--- src/hdl/pdqlt_pkg.sv ---
/*
 Constants and carrier types for the receiver-detect section of the link trainer.
 Assumes a single 100 MHz clock and a synchronous active-high reset.
*/
package pdqlt_pkg;
   localparam int  CLK_MHZ         = 100;
   localparam int  QUIET_TIMEOUT_US = 12000;
   localparam int  QUIET_MIN_US    = 2000;
   localparam int  QUIET_TIMEOUT_CYC = QUIET_TIMEOUT_US * CLK_MHZ;
   localparam int  QUIET_MIN_CYC   = QUIET_MIN_US * CLK_MHZ;
   localparam int  NUM_LANES       = 4;
   localparam int  CNT_W           = 21;
   localparam logic [3:0] ASSIGN_RST = 4'hF;

   typedef enum logic [1:0] {
      PDQLT_QUIET  = 2'h0,
      PDQLT_ACTIVE = 2'h1,
      PDQLT_WAIT   = 2'h3,
      PDQLT_DONE   = 2'h2
   } pdqlt_state_t;

   typedef struct packed {
      logic [NUM_LANES-1:0] elec_idle;
      logic [NUM_LANES-1:0] rx_present;
   } pdqlt_lane_st_t;
endpackage

--- src/hdl/pdqlt_detect.sv ---
/*
 Detect quiet/active sequencing of the link trainer with lane tie-off.
 Assumes the receiver-detect engine answers each request with a done pulse.
*/
`timescale 1ns/1ns
module pdqlt_detect #(
   parameter int QUIET_CYC = pdqlt_pkg::QUIET_TIMEOUT_CYC,
   parameter int MIN_CYC   = pdqlt_pkg::QUIET_MIN_CYC
) (
   // Clock and reset
   input  wire logic                      mclk_i,
   input  wire logic                      sys_rst_i,
   // Configuration
   input  wire logic [3:0]                lane_assign_i,
   input  wire logic                      quiet_min_delay_enable_i,
   // SERDES status
   input  wire pdqlt_pkg::pdqlt_lane_st_t serdes_st_i,
   // Receiver detect handshake
   input  wire logic                      det_done_i,
   output      logic                      det_req_o,
   // Status
   output      pdqlt_pkg::pdqlt_state_t   state_o,
   output      logic                      link_found_o
);
   initial begin
      if (QUIET_CYC < 1 || MIN_CYC < 1 || QUIET_CYC >= (1 << 24) || MIN_CYC >= (1 << 24)) begin
         $error("quiet counts out of range");
      end
   end

   typedef struct packed {
      pdqlt_pkg::pdqlt_state_t state;
      logic [23:0]             cnt;
      logic                    first;
      logic                    req;
      logic                    found;
   } pdqlt_det_st_t;
   pdqlt_det_st_t           st_q, st_d;
   pdqlt_pkg::pdqlt_lane_st_t lanes;
   logic                    exit_ok;

   pdqlt_lane_tie #(.NL(4)) u_tie (
      .mclk_i        (mclk_i),
      .sys_rst_i     (sys_rst_i),
      .lane_assign_i (lane_assign_i),
      .raw_i         (serdes_st_i),
      .tied_o        (lanes)
   );

   always_comb begin
      st_d  = st_q;
      st_d.req = 1'b0;
      // full quiet wait
      // Lane activity is deliberately ignored in quiet: an early exit skipped the
      // discharge time and made every later detection fail.
      exit_ok = (st_q.cnt >= 24'(QUIET_CYC - 1));
      if (quiet_min_delay_enable_i && st_q.cnt < 24'(MIN_CYC - 1)) begin
         exit_ok = 1'b0;
      end
      case (st_q.state)
         pdqlt_pkg::PDQLT_QUIET: begin
            st_d.cnt = st_q.cnt + 24'h000001;
            if (exit_ok) begin
               st_d.state = pdqlt_pkg::PDQLT_ACTIVE;
               st_d.req   = 1'b1;
               st_d.cnt   = '0;
            end
         end
         pdqlt_pkg::PDQLT_ACTIVE: begin
            st_d.state = pdqlt_pkg::PDQLT_WAIT;
         end
         pdqlt_pkg::PDQLT_WAIT: begin
            if (det_done_i) begin
               if (lanes.rx_present != 4'h0) begin
                  st_d.state = pdqlt_pkg::PDQLT_DONE;
                  st_d.found = 1'b1;
               end else begin
                  st_d.state = pdqlt_pkg::PDQLT_QUIET;
                  st_d.first = 1'b0;
                  st_d.cnt   = '0;
               end
            end
         end
         default: begin
            st_d.state = pdqlt_pkg::PDQLT_DONE;
         end
      endcase
   end

   always_ff @(posedge mclk_i) begin
      if (sys_rst_i) begin
         st_q <= '{state: pdqlt_pkg::PDQLT_QUIET, cnt: '0, first: 1'b1, req: 1'b0, found: 1'b0};
      end else begin
         st_q <= st_d;
      end
   end

   assign det_req_o    = st_q.req;
   assign state_o      = st_q.state;
   assign link_found_o = st_q.found;

   a_quiet_full_wait: assert property (@(posedge mclk_i) disable iff (sys_rst_i)
      (st_q.state == pdqlt_pkg::PDQLT_QUIET && st_d.state == pdqlt_pkg::PDQLT_ACTIVE)
      |-> st_q.cnt >= 24'(QUIET_CYC - 1))
      else $error("quiet left before timeout");
   a_min_delay_kept: assert property (@(posedge mclk_i) disable iff (sys_rst_i)
      (quiet_min_delay_enable_i && st_q.state == pdqlt_pkg::PDQLT_QUIET
       && st_d.state == pdqlt_pkg::PDQLT_ACTIVE) |-> st_q.cnt >= 24'(MIN_CYC - 1))
      else $error("minimum quiet delay violated");
   a_fail_to_quiet: assert property (@(posedge mclk_i) disable iff (sys_rst_i)
      (st_q.state == pdqlt_pkg::PDQLT_WAIT && det_done_i && lanes.rx_present == 4'h0)
      |=> st_q.state == pdqlt_pkg::PDQLT_QUIET && st_q.cnt == '0)
      else $error("failed detect did not return to quiet");
   a_req_spacing: assert property (@(posedge mclk_i) disable iff (sys_rst_i)
      det_req_o |=> !det_req_o [*2])
      else $error("detect requests back to back");
endmodule

--- src/hdl/pdqlt_lane_tie.sv ---
/*
 Per-lane status tie-off and pin synchroniser.
 Assumes raw SERDES status arrives from outside the clock domain.
*/
`timescale 1ns/1ns
module pdqlt_lane_tie #(
   parameter int NL = pdqlt_pkg::NUM_LANES
) (
   // Clock and reset
   input  wire logic                     mclk_i,
   input  wire logic                     sys_rst_i,
   // Lane configuration and status
   input  wire logic [NL-1:0]            lane_assign_i,
   input  wire pdqlt_pkg::pdqlt_lane_st_t raw_i,
   output      pdqlt_pkg::pdqlt_lane_st_t tied_o
);
   typedef struct packed {
      pdqlt_pkg::pdqlt_lane_st_t s1, s2, s3, stable, tied;
   } pdqlt_tie_st_t;
   pdqlt_tie_st_t st_q, st_d;

   always_comb begin
      st_d        = st_q;
      st_d.s1     = raw_i;
      st_d.s2     = st_q.s1;
      st_d.s3     = st_q.s2;
      for (int i = 0; i < NL; i++) begin
         if (st_q.s2.elec_idle[i] == st_q.s3.elec_idle[i]) begin
            st_d.stable.elec_idle[i] = st_q.s3.elec_idle[i];
         end
         if (st_q.s2.rx_present[i] == st_q.s3.rx_present[i]) begin
            st_d.stable.rx_present[i] = st_q.s3.rx_present[i];
         end
      end
      // idle tie-off
      // Unassigned lanes read as idle with no receiver, so they cannot wake the trainer.
      st_d.tied.elec_idle  = st_q.stable.elec_idle | ~lane_assign_i;
      st_d.tied.rx_present = st_q.stable.rx_present & lane_assign_i;
   end

   always_ff @(posedge mclk_i) begin
      if (sys_rst_i) begin
         st_q <= '{default: '1, s1: '1, s2: '1, s3: '1, stable: '1, tied: '1};
         st_q.s1.rx_present     <= '0;
         st_q.s2.rx_present     <= '0;
         st_q.s3.rx_present     <= '0;
         st_q.stable.rx_present <= '0;
         st_q.tied.rx_present   <= '0;
      end else begin
         st_q <= st_d;
      end
   end

   assign tied_o = st_q.tied;

   a_unassigned_idle: assert property (@(posedge mclk_i) disable iff (sys_rst_i)
      ##1 $stable(lane_assign_i) |-> ((tied_o.elec_idle | lane_assign_i) == '1))
      else $error("unassigned lane not tied idle");
endmodule

--- config.mk ---
export PLATFORM = sky130hd
export DESIGN_NAME = pdqlt_detect
export DESIGN_NICKNAME = d
export VERILOG_FILES = /design/src/hdl/pdqlt_pkg.sv /design/src/hdl/pdqlt_detect.sv /design/src/hdl/pdqlt_lane_tie.sv
export SDC_FILE = /design/constraint.sdc
export NUM_CORES = 1
export LEC_CHECK = 0
export ABC_AREA = 0
export BUFFER_PORTS_ARGS = -buffer_cell sky130_fd_sc_hd__clkbuf_2
export CORE_AREA = 2 2 85 87
export DETAILED_ROUTE_END_ITERATION = 16
export DIE_AREA = 0 0 87 89
export GPL_TIMING_DRIVEN = 1
export PLACE_DENSITY = 0.54
export SLEW_MARGIN = 25
export SYNTH_ARGS = -nofsm -noshare
export SYNTH_HDL_FRONTEND = slang
export SYNTH_SLANG_ARGS = --single-unit
--- constraint.sdc ---
create_clock -name mclk_i -period 2.4 [get_ports mclk_i]
set_clock_uncertainty 0.05 [all_clocks]
set_input_delay 0.24 -clock mclk_i [delete_from_list [all_inputs] [get_ports mclk_i]]
set_output_delay 0.24 -clock mclk_i [all_outputs]
set_load 0.02 [all_outputs]
* After elaboration in Yosys (flattened, before gate mapping)
Cells that the tools add are included.
Operators by class: add/subtract/negate cells 1, multipliers 0, muxes and demuxes 8, bitwise logic cells 3, reductions and logical operators 9, magnitude comparators 2, div/mod/pow operators 0, shift-type cells 0, equality and inequality tests 9
Operators with widths (number):
- $pmux 24 s2 | 1
- $mux 27 | 1
- $mux 26 | 1
- $mux 25 | 1
- $add 24x1->24 const B | 1
- $ge 24x21->1 const B | 1
- $lt 24x18->1 const B | 1
- $reduce_and 3->1 | 3
- $ne 2x2->1 const B | 3
- $pmux 2 s3 | 1
- $and 4x4->4 | 1
- $eq 1x1->1 | 4
- $reduce_bool 4->1 | 1
- $eq 2x1->1 const B | 1
- $eq 2x2->1 const B | 1
- $logic_not 2->1 | 1
- $mux 1 | 2
- $mux 2 | 1
- $not 1->1 | 2
- $reduce_and 2->1 | 1
- $reduce_bool 2->1 | 1
- $reduce_or 2->1 | 1
- $logic_and 1x1->1 | 1
Word-level totals: output and inout bits 4, ROM bits 0, bits in writable memories 0, bits in latches 0, memories 0, word-level logic and storage cells 45, register bits after elaboration 49

* Depth between registers and ports, before layout
depth after elaboration 5, depth in mapped cells 7

* Cells and area by module
From an unflattened synthesis, not the netlist that was laid out.
Second synthesis, totals: cell total of the unflattened synthesis 261, area total of the unflattened synthesis 2618.8 µm²
By module, submodules not included:
- pdqlt_detect | times used 1, area each 1392.6 µm², cells each 153
- pdqlt_lane_tie | times used 1, area each 1226.2 µm², cells each 108

* Worst setup path after synthesis
No wires, ideal clock.
path type reg-to-reg, start reg st_q[24] (netlist name), end reg st_q[10] (netlist name), path slack 495 ps, arrival 1741 ps, stages on the path, launching flop included 7, data required time 2235 ps, library setup time 115 ps, cells stage by stage dfxtp_1 -> or3_1 -> or3_1 -> nand4bb_4 -> a31oi_4 -> buf_6 -> nor2_1
Between the ends: word-level cells in the longest chain between the ends 5, elaborated cells between the ends (all ways) 6, classes of those cells order compare (2); mux (3); reduce/logical (1)
Ends and longest elaborated chain:
- start, declared | RTL line pdqlt_detect.sv:38 | pdqlt_det_st_t st_q, st_d;
- start signal, assigned | RTL line pdqlt_detect.sv:92 | st_q <= '{state: pdqlt_pkg::PDQLT_QUIET, cnt: '0, first: 1'b1, req: 1'b0, found: 1'b0};
- start signal, assigned | RTL line pdqlt_detect.sv:94 | st_q <= st_d;
- $lt 24x18->1 | RTL line pdqlt_detect.sv:57 | if (quiet_min_delay_enable_i && st_q.cnt < 24'(MIN_CYC - 1)) begin
- $logic_and 1x1->1 | RTL line pdqlt_detect.sv:57
- $mux 1 (*) | RTL line pdqlt_detect.sv:57
- $mux 26 (*) | RTL line pdqlt_detect.sv:63 | if (exit_ok) begin
- $pmux 24 s2 (*) | RTL line pdqlt_detect.sv:60 | case (st_q.state)
Every way passes the cells marked *; elsewhere a longest branch is shown, timed or not. The select of a mux whose other input is x is not followed. A chain may end at the register's enable or synchronous reset.

* Worst setup path after layout
Same ends and word-level chain as after synthesis.

==> qor.tcl <==
set qor(tightestPinTransition_ns) 0.495
set qor(tritoncts) {built}
set qor(fp.dieArea_mm2) 0.00774
set qor(dp_hpwl_um) 2300
set qor(sw_frac_of_total) 0.213
set qor(detail_route.wirelength_um) 3340
set qor(synth-seq-cells) 48
set qor(synth_cell_types) 36
set qor(detail_route.drc_violations) 0
set qor(fillCellCount) 709
set qor(p_total_mw) 1.45
set qor(cts-buffers-inserted) 5
set qor(synth-seq-area-share) 0.485
set qor(setup_slack_ns) 0.343
set qor(grt_most_used_layer) {met2}
set qor(synthesis.nets) 227
set qor(finish.instance_area_mm2) 0.00223
set qor(combPwrFrac) 0.029
set qor(timing.hold.worst.class) {in2reg}
set qor(postSynthAreaPerCell_um2) 9.43
set qor(maxSlewViolCount) 0
set qor(netlist_instances) 210
set qor(areaGrowthSynthToFinish_pct) 12.9
set qor(period_minus_slack_ns) 2.06
set qor(final_min_period_over_clock_period) 0.857
set qor(max-slew-margin-rel) 0.665
set qor(grt-ovfl-total) 0
set qor(final_hold_slack_ns) 0.0816
set qor(yosys-top-cells-area) {dfxtp_1 (49%), nor2_1 (6.1%), xor2_1 (5.3%)}
set qor(grt_use_total) 0.0963
set qor(final_hold_viol_count) 0
set qor(ios) 20
set qor(synth_top_cell_area_share) 0.485
set qor(num-nets-final) 243
set qor(post_layout_utilization_of_the_core) 0.333
set qor(timing.setup.tns_ns) 0
set qor(drive_gt1_frac) 0.159
set qor(power.density_cell_area_mw_per_mm2) 650
set qor(synth_edf_count) 0
set qor(grt_pass1_vias) 1317
set qor(timing.critical_path.required_ns) 2.55
set qor(synthesis.area_mm2) 0.00198
set qor(place_worst_setup_slack_ns) 0.350
set qor(synth_flop_cell) {dfxtp_1}
set qor(core_region_area_mm2) 0.00672
set qor(setup.worst_path.start_class) {register}
set qor(hold_buffers) 0
set qor(run_status) {complete, no violations}
set qor(critical_path_peak_fanout) 17
set qor(drtAntennaViolNets) 0
set qor(worst_setup_path_end_kind) {register}
set qor(row_count) 30
set qor(grt_use_met1) 0.130
set qor(unrepaired_setup_endpoints_after_global_routing) {no}
set qor(vdd.ir_drop.worst_v) 0.000342
set qor(layout_commonest_cell) {dfxtp_1}
set qor(timing.max_cap.violations) 0
set qor(mostFrequentLayoutCells) {dfxtp_1 (48), nor2_1 (32), nand2_1 (17)}
set qor(vias) 1412
set qor(yosys_warnings) 0
set qor(grtUsageMet2) 0.149
set qor(share_seq_of_total_power) 0.562
set qor(critical_path_class) {reg2reg}
set qor(clkTransAtPathRegs_ns) 0.09
set qor(cts_sinks) 48
set qor(grt.met3_usage) 0.0295
set qor(cts-root-buf) {clkbuf_8}
set qor(worst_skew_pair.late_latency_ns) 0.30
set qor(antenna_found_initial) 0
set qor(postCtsSetupRepairBufs) 0
set qor(die_x_um) 87
set qor(first_iter_violations) 60
set qor(cellLeakagePower_nw) 0.814
set qor(postSynth.asyncResetShare) 0
set qor(numPortBuffers) 14
set qor(vias_per_cell) 4.60
set qor(grt_max_degree) 24
set qor(clock_power_share) 0.410
set qor(timing.fmax_mhz) 486
set qor(cts-root-to-sink-buffers) 2
set qor(detail_route.wl_per_cell_um) 10.9
set qor(drt_pass1_iterations) 4
set qor(post-synth-top-area-cell) {dfxtp_1}
set qor(place_area_mm2) 0.00212
set qor(die_y_um) 89
set qor(place.gp.congestion) 0.761
set qor(p_int_mw) 1.14
set qor(finalSetupViolations) 0
set qor(worst-endpoint-arrival_ns) 2.20
set qor(cts_resized) 0
set qor(first_pass_grt_wire_length_um) 5980
set qor(start_util) 0.295
set qor(antenna_cells) 0
set qor(finalNonFillerCells) 307
set qor(cts.htree.levels) 2
set qor(placedCellCount) 299
set qor(switchingPower_mw) 0.309
==> area by class of cell <==
cell class	count	area [um^2]	area share
repair buffers	19	108	0.0482
clock inverters	3	47.5	0.0213
flip-flops and latches	48	961	0.430
multi-input cells	150	942	0.422
well taps	80	100	0.0448
inverters	2	7.51	0.00336
clock buffers	5	68.8	0.0308
==> logic make-up (layout without fill, tap and decap cells) <==
group	count (synthesis)	count (layout)	synth area share
AND/OR/NAND/NOR	105	105	0.286
flip-flops	48	48	0.485
XOR/XNOR	23	23	0.102
AO/OA/AOI/OAI	21	21	0.0815
buffers and inverters	12	29	0.0386
adder cells (fa/ha/maj)	1	1	0.00632
==> power by group through the flow <==
stage | Combinational, mW | Sequential [mW] | Clock [mW]
2_1_floorplan | 0.0287 | 0.832 | 0
3_3_place_gp | 0.0420 | 0.834 | 0
3_5_place_dp | 0.0425 | 0.834 | 0
4_1_cts | 0.0425 | 0.815 | 0.610
5_1_grt | 0.0483 | 0.817 | 0.642
6_report | 0.0416 | 0.815 | 0.595
==> critical path, stage by stage (launching register included) <==
cell	delay [ns]
dfxtp_1	0.35
or3_1	0.41
or3_1	0.37
nand4bb_4	0.25
a31oi_4	0.20
buf_4	0.25
nor2_1	0.07
==> layer usage <==
layer | up-vias | share of wire
li1 | 746 | -
met1 | 645 | 0.53
met2 | 17 | 0.43
met3 | 4 | 0.035
met4 | 0 | 0.0039
met5 | - | 0
==> cell usage after synthesis, types with 2 or more instances <==
master / count
nor2_1: 32
nand3_1: 9
clkbuf_1: 4
a21oi_1: 7
nor2_2: 2
o22ai_2: 2
nand4_1: 11
nor4_1: 3
and4_1: 3
o21ai_0: 5
nor2b_1: 13
or3_1: 3
and3_1: 3
dfxtp_1: 48
nand2_1: 17
inv_1: 2
xor2_1: 12
nor3_1: 3
buf_6: 3
buf_4: 2
xnor2_1: 11
==> final timing paths <==
kind | slack, ns | startpoint | depth (start not counted) | end
worst min register to register | 0.39 | u_tie.st_d[26] | 1 | u_tie.st_d[18]
worst max register to register | 0.34 | st_q[24] | 6 | st_q[10]
worst min-delay path | 0.08 | lane_assign_i[0] | 3 | u_tie.tied_o[0]
worst max-delay path | 0.34 | st_q[24] | 6 | st_q[10]
==> sequential cells by signal, indices dropped and copies added (netlist names) <==
name,count
det_req_o,1
link_found_o,1
st_q,24
state_o,2
u_tie.st_d,8
u_tie.st_q,8
u_tie.tied_o,4
(Power assumes the default switching activity.)
